File: config.mk
export PLATFORM = sky130hd
export DESIGN_NAME = fcds_dev_flat
export DESIGN_NICKNAME = d
export VERILOG_FILES = /design/src/fcds_pkg.sv /design/src/fcds_link.sv /design/src/fcds_dev.sv /design/src/flat_wrapper.sv
export VERILOG_INCLUDE_DIRS = /design/src
export SDC_FILE = /design/constraint.sdc
export NUM_CORES = 1
export LEC_CHECK = 0
export BUFFER_PORTS_ARGS = -buffer_cell sky130_fd_sc_hd__buf_2
export CAP_MARGIN = 25
export CELL_PAD_IN_SITES_DETAIL_PLACEMENT = 0
export CELL_PAD_IN_SITES_GLOBAL_PLACEMENT = 1
export CORE_UTILIZATION = 46
export CTS_CLUSTER_DIAMETER = 30
export CTS_CLUSTER_SIZE = 20
export DETAILED_ROUTE_END_ITERATION = 8
export HOLD_SLACK_MARGIN = 0.12
export PLACE_DENSITY_LB_ADDON = 0.1
export SLEW_MARGIN = 30
export SYNTH_ARGS = -nofsm -noshare
export SYNTH_HDL_FRONTEND = slang
export SYNTH_SLANG_ARGS = --single-unit
File: constraint.sdc
create_clock -name clk_sys -period 3.7 [get_ports clk_sys]
set_clock_uncertainty 0.15 [all_clocks]
set_input_delay 0.74 -clock clk_sys [delete_from_list [all_inputs] [get_ports clk_sys]]
set_output_delay 0.74 -clock clk_sys [all_outputs]
set_load 0.05 [all_outputs]
File: src/fcds_defs.svh
`ifndef FCDS_DEFS_SVH
`define FCDS_DEFS_SVH
`define FCDS_DW       32
`define FCDS_AW       12
`define FCDS_CNT_W    14
`define FCDS_SEG_W    16
`define FCDS_RAM_W    16
`define FCDS_RAM_N    16
`define FCDS_RAMA_W   4
`define FCDS_CH_N     4
`define FCDS_CH_W     2
`define FCDS_PW_W     2
`define FCDS_TGT_W    2
`define FCDS_SZ_W     2
`define FCDS_ST_W     4
`define FCDS_CMD_W    8
`define FCDS_MEM_N    64
`define FCDS_CNT_ZERO 14'h0000
`define FCDS_CNT_ONE  14'h0001
`define FCDS_WORD_ZERO 32'h00000000
`define FCDS_LW_PAD   2'h0
`define FCDS_CMD_RST  8'h00
`define FCDS_CMD_GO   0
`define FCDS_CMD_CH   2:1
`define FCDS_CMD_SHOLD 3
`define FCDS_CMD_DHOLD 4
`define FCDS_CMD_SZ   6:5
`define FCDS_SZ_BYTE  2'h1
`define FCDS_SZ_HALF  2'h2
`define FCDS_MASK_B   32'hFF000000
`define FCDS_MASK_H   32'hFFFF0000
`define FCDS_MASK_W   32'hFFFFFFFF
`define FCDS_PW_SRC   2'h0
`define FCDS_PW_DST   2'h1
`define FCDS_PW_BLK   2'h2
`define FCDS_PW_BST   2'h3
`define FCDS_TGT_RAM  2'h0
`define FCDS_TGT_CMD  2'h1
`define FCDS_TGT_SEG  2'h2
`define FCDS_TGT_WAIT 2'h3
`define FCDS_SEG_DST  2
`define FCDS_SEG_CH   1:0
`define FCDS_A_CMD    12'h000
`define FCDS_A_STAT   12'h004
`define FCDS_A_CTRL   12'h008
`define FCDS_A_RAMF   11:6
`define FCDS_A_RAM    6'h01
`define FCDS_A_IDX    5:2
`define FCDS_A_SEGF   11:5
`define FCDS_A_SEG    7'h04
`define FCDS_A_SIDX   4:2
`define FCDS_A_WAITF  11:4
`define FCDS_A_WAIT   8'h0A
`define FCDS_A_WIDX   3:2
`define FCDS_A_MEMF   11:8
`define FCDS_A_MEM    4'h1
`define FCDS_A_MIDX   7:2
`define FCDS_CTRL_GRANT 0
`define FCDS_RESP_OK  2'h0
`define FCDS_RESP_ERR 2'h2
`endif

File: src/fcds_pkg.sv
`default_nettype none
`include "fcds_defs.svh"
package fcds_pkg;
	typedef logic [`FCDS_CNT_W-1:0] fcds_cnt_t;
	typedef logic [`FCDS_SEG_W-1:0] fcds_seg_t;
	typedef logic [`FCDS_RAM_W-1:0] fcds_ram_t;
	typedef logic [`FCDS_DW-1:0]    fcds_word_t;
	typedef logic [`FCDS_CMD_W-1:0] fcds_cmd_t;
	typedef enum logic [`FCDS_ST_W-1:0] {
		ST_INIT, ST_IDLE, ST_LD_SRC, ST_LD_DST, ST_LD_BLK, ST_LD_BURST,
		ST_BUS_REQ, ST_READ_1, ST_READ_2, ST_WRITE_1, ST_WRITE_2,
		ST_FINAL, ST_WAIT
	} fcds_state_t;
endpackage
`default_nettype wire

File: src/fcds_link.sv
`timescale 1ns/10ps
`default_nettype none
`include "fcds_defs.svh"
interface fcds_link;
	logic                   cpuWe;
	logic [`FCDS_TGT_W-1:0] cpuTgt;
	logic [`FCDS_RAMA_W-1:0] cpuAddr;
	logic [`FCDS_RAM_W-1:0] cpuData;
	logic                   busReq;
	logic                   busGrant;
	logic [`FCDS_DW-1:0]    memAddr;
	logic                   memRead;
	logic                   memWrite;
	logic [`FCDS_DW-1:0]    memWdata;
	logic [`FCDS_SZ_W-1:0]  memSize;
	logic                   busOe;
	logic [`FCDS_DW-1:0]    memRdata;
	logic                   memAck;
	logic                   dmaBusy;
	logic                   dmaDone;
	modport dev (
		input  cpuWe, cpuTgt, cpuAddr, cpuData, busGrant, memRdata, memAck,
		output busReq, memAddr, memRead, memWrite, memWdata, memSize,
		output busOe, dmaBusy, dmaDone
	);
	modport host (
		output cpuWe, cpuTgt, cpuAddr, cpuData, busGrant, memRdata, memAck,
		input  busReq, memAddr, memRead, memWrite, memWdata, memSize,
		input  busOe, dmaBusy, dmaDone
	);
endinterface
`default_nettype wire

File: src/fcds_dev.sv
// Functional notes
// RULE_01 - Four channels, one read then one write
// RULE_02 - Narrow data rides the upper byte lanes
// RULE_03 - Pointer is 16-bit segment plus 14-bit offset
// RULE_04 - Host splits transfers at segment boundaries
// RULE_05 - Host preloads offsets into sixteen-word RAM
// RULE_06 - Address bits one and zero held low
// RULE_07 - Offsets step per pair unless inhibited
// RULE_08 - Latch holds read word for the write
// RULE_09 - Burst, wait, block are 14-bit down-counters
// RULE_10 - Burst end releases bus for wait count
// RULE_11 - Block count decrements; zero ends operation
// RULE_12 - Only a start-bit write begins work
// RULE_13 - Load pointers and counters, then request bus
// RULE_14 - Transfers begin only after bus grant
// RULE_15 - Lost grant in final write: release, re-request
// RULE_16 - Block zero in final write: go idle
// RULE_17 - Burst zero: wait, then reload burst
// RULE_18 - Counts nonzero, grant held: next pair
// RULE_19 - Sequencer uses both clock edges
// RULE_20 - Reset to initialise, fixed load order
//
// The implementer's own choices: the AXI4-Lite slave port and the register offsets.
`timescale 1ns/10ps
`default_nettype none
`include "fcds_defs.svh"

module fcds_dev (
	input  wire logic clk_sys,
	input  wire logic rst,
	output logic      busy,
	fcds_link.dev     lnk
);
	fcds_pkg::fcds_state_t state;
	fcds_pkg::fcds_state_t next_state;
	fcds_pkg::fcds_ram_t   ram     [`FCDS_RAM_N];
	fcds_pkg::fcds_seg_t   segSrc  [`FCDS_CH_N];
	fcds_pkg::fcds_seg_t   segDst  [`FCDS_CH_N];
	fcds_pkg::fcds_cnt_t   waitLen [`FCDS_CH_N];
	fcds_pkg::fcds_cmd_t   cmd;
	fcds_pkg::fcds_cnt_t   srcOff;
	fcds_pkg::fcds_cnt_t   dstOff;
	fcds_pkg::fcds_cnt_t   blk;
	fcds_pkg::fcds_cnt_t   burst;
	fcds_pkg::fcds_cnt_t   waitCnt;
	fcds_pkg::fcds_word_t  latch;
	logic                  ackSeen;
	logic                  done;
	logic [`FCDS_CH_W-1:0] ch;
	logic [`FCDS_PW_W-1:0] pw;
	fcds_pkg::fcds_ram_t   ramWord;
	fcds_pkg::fcds_cnt_t   ramCnt;
	fcds_pkg::fcds_cnt_t   blkNext;
	fcds_pkg::fcds_cnt_t   srcStep;
	fcds_pkg::fcds_cnt_t   dstStep;
	logic                  cmdWr;
	logic                  start;
	logic                  blkZero;
	logic                  burstZero;
	logic                  waitZero;
	logic                  inBus;
	logic                  inWrite;

	assign ch = cmd[`FCDS_CMD_CH];
	assign pw = (state == fcds_pkg::ST_LD_SRC) ? `FCDS_PW_SRC :
		(state == fcds_pkg::ST_LD_DST) ? `FCDS_PW_DST :
		(state == fcds_pkg::ST_LD_BLK) ? `FCDS_PW_BLK : `FCDS_PW_BST;
	assign ramWord = ram[{ch, pw}];
	assign ramCnt = ramWord[`FCDS_CNT_W-1:0];
	assign cmdWr = lnk.cpuWe && (lnk.cpuTgt == `FCDS_TGT_CMD);
	assign start = cmdWr && lnk.cpuData[`FCDS_CMD_GO]
		&& (state == fcds_pkg::ST_IDLE);                    // [RULE_12]
	assign blkNext = blk - `FCDS_CNT_ONE;
	assign blkZero = (blkNext == `FCDS_CNT_ZERO);
	// A burst length of zero behaves as one pair
	assign burstZero = (burst <= `FCDS_CNT_ONE);
	assign waitZero = (waitCnt == `FCDS_CNT_ZERO);
	assign srcStep = cmd[`FCDS_CMD_SHOLD] ? `FCDS_CNT_ZERO : `FCDS_CNT_ONE;
	assign dstStep = cmd[`FCDS_CMD_DHOLD] ? `FCDS_CNT_ZERO : `FCDS_CNT_ONE;
	assign inBus = state inside {fcds_pkg::ST_READ_1, fcds_pkg::ST_READ_2,
		fcds_pkg::ST_WRITE_1, fcds_pkg::ST_WRITE_2, fcds_pkg::ST_FINAL};
	assign inWrite = state inside {fcds_pkg::ST_WRITE_1,
		fcds_pkg::ST_WRITE_2, fcds_pkg::ST_FINAL};
	assign busy = !(state inside {fcds_pkg::ST_INIT, fcds_pkg::ST_IDLE});

	// Host-side parameter, segment and wait-length stores
	always_ff @(posedge clk_sys) begin
		if (lnk.cpuWe) begin
			unique case (lnk.cpuTgt)
			`FCDS_TGT_RAM: ram[lnk.cpuAddr] <= lnk.cpuData;         // [RULE_05]
			`FCDS_TGT_CMD: ;
			`FCDS_TGT_SEG: begin
				if (lnk.cpuAddr[`FCDS_SEG_DST])
					segDst[lnk.cpuAddr[`FCDS_SEG_CH]] <= lnk.cpuData;
				else
					segSrc[lnk.cpuAddr[`FCDS_SEG_CH]] <= lnk.cpuData;
			end
			`FCDS_TGT_WAIT: waitLen[lnk.cpuAddr[`FCDS_SEG_CH]] <=
				lnk.cpuData[`FCDS_CNT_W-1:0];
			endcase
		end
	end

	// Channel and mode stay fixed while an operation runs
	always_ff @(posedge clk_sys or posedge rst) begin
		if (rst)
			cmd <= `FCDS_CMD_RST;
		else if (cmdWr && (state == fcds_pkg::ST_IDLE))
			cmd <= lnk.cpuData[`FCDS_CMD_W-1:0];
	end

	always_ff @(posedge clk_sys or posedge rst) begin
		if (rst)
			state <= fcds_pkg::ST_INIT;                             // [RULE_20]
		else
			state <= next_state;
	end

	always_comb begin
		next_state = state;
		unique case (state)
		fcds_pkg::ST_INIT: next_state = fcds_pkg::ST_IDLE;          // [RULE_20]
		fcds_pkg::ST_IDLE:
			if (start)
				next_state = fcds_pkg::ST_LD_SRC;                   // [RULE_12]
		fcds_pkg::ST_LD_SRC: next_state = fcds_pkg::ST_LD_DST;      // [RULE_20]
		fcds_pkg::ST_LD_DST: next_state = fcds_pkg::ST_LD_BLK;      // [RULE_13]
		fcds_pkg::ST_LD_BLK:
			if (ramCnt == `FCDS_CNT_ZERO)
				next_state = fcds_pkg::ST_IDLE;                     // [RULE_11]
			else
				next_state = fcds_pkg::ST_LD_BURST;
		fcds_pkg::ST_LD_BURST: next_state = fcds_pkg::ST_BUS_REQ;   // [RULE_13]
		fcds_pkg::ST_BUS_REQ:
			if (lnk.busGrant)
				next_state = fcds_pkg::ST_READ_1;                   // [RULE_14]
		fcds_pkg::ST_READ_1:
			if (ackSeen)
				next_state = fcds_pkg::ST_READ_2;                   // [RULE_19]
		fcds_pkg::ST_READ_2: next_state = fcds_pkg::ST_WRITE_1;     // [RULE_01]
		fcds_pkg::ST_WRITE_1:
			if (ackSeen)
				next_state = fcds_pkg::ST_WRITE_2;                  // [RULE_19]
		fcds_pkg::ST_WRITE_2: next_state = fcds_pkg::ST_FINAL;
		fcds_pkg::ST_FINAL: begin
			if (blkZero)
				next_state = fcds_pkg::ST_IDLE;                     // [RULE_16]
			else if (burstZero)
				next_state = fcds_pkg::ST_WAIT;                     // [RULE_17]
			else if (!lnk.busGrant)
				next_state = fcds_pkg::ST_BUS_REQ;                  // [RULE_15]
			else
				next_state = fcds_pkg::ST_READ_1;                   // [RULE_18]
		end
		fcds_pkg::ST_WAIT:
			if (waitZero)
				next_state = fcds_pkg::ST_LD_BURST;                 // [RULE_17]
		default: next_state = fcds_pkg::ST_INIT;
		endcase
	end

	always_ff @(posedge clk_sys or posedge rst) begin
		if (rst) begin
			srcOff <= `FCDS_CNT_ZERO;
			dstOff <= `FCDS_CNT_ZERO;
			blk <= `FCDS_CNT_ZERO;
			burst <= `FCDS_CNT_ZERO;
			waitCnt <= `FCDS_CNT_ZERO;
			done <= 1'b0;
		end else begin
			done <= busy && (next_state == fcds_pkg::ST_IDLE);
			unique case (state)
			fcds_pkg::ST_LD_SRC: srcOff <= ramCnt;                  // [RULE_13]
			fcds_pkg::ST_LD_DST: dstOff <= ramCnt;                  // [RULE_13]
			fcds_pkg::ST_LD_BLK: blk <= ramCnt;                     // [RULE_11]
			fcds_pkg::ST_LD_BURST: burst <= ramCnt;                 // [RULE_10]
			fcds_pkg::ST_FINAL: begin
				// Offsets wrap inside the segment
				srcOff <= srcOff + srcStep;                         // [RULE_07]
				dstOff <= dstOff + dstStep;                         // [RULE_07]
				blk <= blkNext;                                     // [RULE_11]
				burst <= burst - `FCDS_CNT_ONE;                     // [RULE_09]
				waitCnt <= waitLen[ch];                             // [RULE_10]
			end
			fcds_pkg::ST_WAIT:
				if (!waitZero)
					waitCnt <= waitCnt - `FCDS_CNT_ONE;             // [RULE_09]
			default: ;
			endcase
		end
	end

	// Falling-edge capture gives the next rising edge a half-cycle head start
	always_ff @(negedge clk_sys or posedge rst) begin
		if (rst) begin
			ackSeen <= 1'b0;
			latch <= `FCDS_WORD_ZERO;
		end else begin
			ackSeen <= lnk.memAck;                                  // [RULE_19]
			if ((state == fcds_pkg::ST_READ_1) && lnk.memAck)
				latch <= lnk.memRdata;                              // [RULE_08]
		end
	end

	// Bus is dropped while waiting out the burst gap
	assign lnk.busReq = inBus || (state == fcds_pkg::ST_BUS_REQ); // [RULE_10]
	assign lnk.busOe = inBus;                                       // [RULE_15]
	assign lnk.memRead = (state == fcds_pkg::ST_READ_1);            // [RULE_01]
	assign lnk.memWrite = (state == fcds_pkg::ST_WRITE_1);          // [RULE_01]
	assign lnk.memAddr = !inBus ? `FCDS_WORD_ZERO :
		inWrite ? {segDst[ch], dstOff, `FCDS_LW_PAD} :              // [RULE_06]
		{segSrc[ch], srcOff, `FCDS_LW_PAD};                         // [RULE_03]
	assign lnk.memWdata = latch;                                    // [RULE_08]
	assign lnk.memSize = cmd[`FCDS_CMD_SZ];                         // [RULE_02]
	assign lnk.dmaBusy = busy;
	assign lnk.dmaDone = done;
endmodule
`default_nettype wire

File: src/flat_wrapper.sv
// flat-port wrapper written by rule: the top's interface ports become plain ports
module fcds_dev_flat 
  (clk_sys, rst, busy, lnk_cpuWe, lnk_cpuTgt, lnk_cpuAddr, lnk_cpuData, lnk_busGrant, lnk_memRdata, lnk_memAck, lnk_busReq, lnk_memAddr, lnk_memRead, lnk_memWrite, lnk_memWdata, lnk_memSize, lnk_busOe, lnk_dmaBusy, lnk_dmaDone);
  fcds_link lnk_i ();
  input  wire logic clk_sys;
  input  wire logic rst;
  output logic busy;
  input wire logic [$bits(lnk_i.cpuWe)-1:0] lnk_cpuWe;
  input wire logic [$bits(lnk_i.cpuTgt)-1:0] lnk_cpuTgt;
  input wire logic [$bits(lnk_i.cpuAddr)-1:0] lnk_cpuAddr;
  input wire logic [$bits(lnk_i.cpuData)-1:0] lnk_cpuData;
  input wire logic [$bits(lnk_i.busGrant)-1:0] lnk_busGrant;
  input wire logic [$bits(lnk_i.memRdata)-1:0] lnk_memRdata;
  input wire logic [$bits(lnk_i.memAck)-1:0] lnk_memAck;
  output wire logic [$bits(lnk_i.busReq)-1:0] lnk_busReq;
  output wire logic [$bits(lnk_i.memAddr)-1:0] lnk_memAddr;
  output wire logic [$bits(lnk_i.memRead)-1:0] lnk_memRead;
  output wire logic [$bits(lnk_i.memWrite)-1:0] lnk_memWrite;
  output wire logic [$bits(lnk_i.memWdata)-1:0] lnk_memWdata;
  output wire logic [$bits(lnk_i.memSize)-1:0] lnk_memSize;
  output wire logic [$bits(lnk_i.busOe)-1:0] lnk_busOe;
  output wire logic [$bits(lnk_i.dmaBusy)-1:0] lnk_dmaBusy;
  output wire logic [$bits(lnk_i.dmaDone)-1:0] lnk_dmaDone;
  assign lnk_i.cpuWe = lnk_cpuWe;
  assign lnk_i.cpuTgt = lnk_cpuTgt;
  assign lnk_i.cpuAddr = lnk_cpuAddr;
  assign lnk_i.cpuData = lnk_cpuData;
  assign lnk_i.busGrant = lnk_busGrant;
  assign lnk_i.memRdata = lnk_memRdata;
  assign lnk_i.memAck = lnk_memAck;
  assign lnk_busReq = lnk_i.busReq;
  assign lnk_memAddr = lnk_i.memAddr;
  assign lnk_memRead = lnk_i.memRead;
  assign lnk_memWrite = lnk_i.memWrite;
  assign lnk_memWdata = lnk_i.memWdata;
  assign lnk_memSize = lnk_i.memSize;
  assign lnk_busOe = lnk_i.busOe;
  assign lnk_dmaBusy = lnk_i.dmaBusy;
  assign lnk_dmaDone = lnk_i.dmaDone;
  fcds_dev u_core (.clk_sys(clk_sys), .rst(rst), .busy(busy), .lnk(lnk_i));
endmodule
==> impl_metrics.yaml <==
place:
  placed_area_sq_um: 24400
  dpl_worst_slack_ps: -9.23
  numPortBuffers: 129
  place_congestion: 0.858
  dpl.hpwl_mm: 34.7
floorplan:
  rows: 80
  start_util: 0.470
  die_h_um: 224
  core_sq_um: 48100
  ios: 132
  die_x_um: 224
  die-area_sq_um: 50100
route:
  wire_per_inst_um: 22.1
  drc: 0
  drt-pass1-iter-count: 6
  vias_per_cell: 5.69
  first_iter_violations: 1309
  totalWireLength_mm: 59.1
  vias: 15248
  ant_nets: 0
global_routing:
  grt_use_total: 0.239
  grt-ovfl-total: 0
  antenna_found_initial: 1
  grt_pass1_wl_mm: 90.3
  grt_max_degree: 82
  grt_pass1_vias: 15181
yosys:
  synth.top_cell.area_share: 0.542
  synth.avg_cell_area_sq_um: 13.4
  synth_seq_cells: 522
  synth_area_sq_um: 22600
  synth_area_leader_cell: "edfxtp_1"
  yosys-top-cells-count: "edfxtp_1 (408), nand2_1 (170), o21ai_0 (132)"
  ys_seq_area_frac: 0.668
  synthArstFlopShare: 0.218
  synth_edf_count: 408
  synthCells: 1685
  synth_area_leaders: "edfxtp_1 (54%), dfrtp_1 (9.0%), mux4_2 (4.6%)"
  yosys_warnings: 0
  yosysMostFrequentCell: "edfxtp_1"
  ys.flop_type: "edfxtp_1"
  ys_types: 70
clock_tree:
  cts_max_level: 3
  clock-sinks: 522
  clk_pin_slew_ps: 40
  cts_tree: "built"
  root_buffer: "clkbuf_16"
  clockBufferDepth: 3
  cts_buffers: 114
  insertion_delay_ps: 640
final_layout:
  fillCellCount: 3799
  finalNetCount: 1993
  antenna_cells: 0
  fin_area_sq_um: 28600
  areaGrowthSynthToFinish_pct: 26.2
  drive_above_1_share: 0.260
sta:
  worst_slack_ps: -249
  finalSetupViolations: 32
  rsz0062_at_grt: "true"
  max_slew.worst_pin.slew_ps: 895
  report.final.slew_viol_count: 0
  hold_violations: 0
  slew_headroom: 0.401
critical_path:
  end_kind: "output pin"
  crit_type: "register to output pin"
  cp.buffers_inverters: 1
  cp.required_ps: 2810
  arrival_ps: 3060
  cpPeakStageDelay_ps: 440
  start_kind: "register"
  critPathMaxFanout: 2
  cp_top_family: "flip-flops"
  crit_slowest_cell: "dfrtn_1"
  crit_chain: "buf_6"
power:
  p_total_uw: 26800
  power.leakage_uw: 0.0106
  vdd_drop_max_mv: 0.642
  p_per_area_nw_per_um2: 938
run_status:
  violations: "setup timing"
  outcome: "finished with violations"
job:
  maxCapViolations: 0
hold_path:
  hp-class: "input port to register"
## cell usage in the layout, fill, tap and decap left out, drive strengths merged, types with 13 or more instances in the layout
master / n
edfxtp: 408
buf: 226
nand2: 170
o21ai: 143
clkbuf: 141
a21oi: 131
nor2: 116
dfrtp: 81
nand2b: 49
mux2i: 48
clkinv: 47
mux4: 46
mux2: 46
a221oi: 42
dfrtn: 33
inv: 31
nand3: 29
nor3: 25
o2bb2ai: 16
a211oi: 15
o21bai: 13
## flip-flops by register name, indices dropped and copies added (netlist names), 32 cells and up
name	flops
u_core.waitLen	56
u_core.segDst	64
u_core.ram	224
u_core.segSrc	64
u_core.lnk.memWdata	32
## final timing paths
| check | from | endpoint | slack, ps | cells past startpoint |
|---|---|---|---|---|
| setup / recovery | u_core.lnk.memWdata[25] | lnk_memWdata[25] | -250 | 1 |
| hold / removal | lnk_cpuData[14] | u_core.segDst[0][14] | 220 | 1 |
| setup reg to reg | u_core.state[0] | u_core.lnk.memWdata[25] | 120 | 5 |
| hold reg to reg | u_core.lnk.memWdata[29] | u_core.lnk.memWdata[29] | 320 | 1 |
| max in group asynchronous | rst | u_core.lnk.memWdata[26] | 740 | 4 |
| min in group asynchronous | rst | u_core.srcOff[10] | 590 | 4 |
## per-stage QoR
step | hold slack, ps | instances | setup TNS (ps) | util
CTS | 189 | 2674 | -7910 | 0.592
floorplan | 311 | 1686 | -16300 | -
global placement | 293 | 2456 | 0 | 0.508
detailed placement | 297 | 2456 | -11.0 | 0.508
finish | 222 | 2679 | -7110 | 0.593
global route | 199 | 2679 | -8600 | 0.593
## where the power goes
group / internal [uW] / leakage [uW] / total (uW) / switching [uW]
Clock: 6690 / 0.00187 / 9870 / 3180
Combinational: 3330 / 0.00368 / 9170 / 5840
Sequential: 7040 / 0.00502 / 7750 / 707
## timing repair
item	CTS	global route
pin swaps	0	0
hold endpoints to repair	21	0
endpoints found under the setup margin	48	41
buffers inserted	3	4
hold buffers	1	0
gates resized for setup	64	1
## layer usage
metal	routed length (um)	track usage	up-vias
li1	-	-	6961
met1	26500	0.335	7681
met2	27700	0.375	502
met3	3460	0.0471	102
met4	1380	0.0826	2
met5	13	0	-
## area by class of cell
cell class,instances,area (sq um),share of cell area
Clock buffer,141,3080,0.108
Multi-Input combinational cell,1033,7000,0.245
Clock inverter,73,751,0.0263
Sequential cell,522,15100,0.529
Tap cell,656,821,0.0287
Timing Repair Buffer,227,1690,0.0591
Inverter,27,105,0.00368
## logic make-up (layout without fill, tap and decap cells)
| group | count (synthesis) | after routing | share of synthesized area |
|---|---|---|---|
| AOI/OAI and AO/OA | 420 | 420 | 0.115 |
| xor gates and xnor gates | 6 | 6 | 0.00232 |
| muxes | 140 | 140 | 0.0899 |
| buffers and inverters | 131 | 468 | 0.0254 |
| and+or+nand+nor | 456 | 456 | 0.0944 |
| DFF | 522 | 522 | 0.668 |
| adders and majority gates | 9 | 9 | 0.00498 |
| other | 1 | 2 | 0.000166 |
No activity file was read; power rests on OpenSTA's default activity.
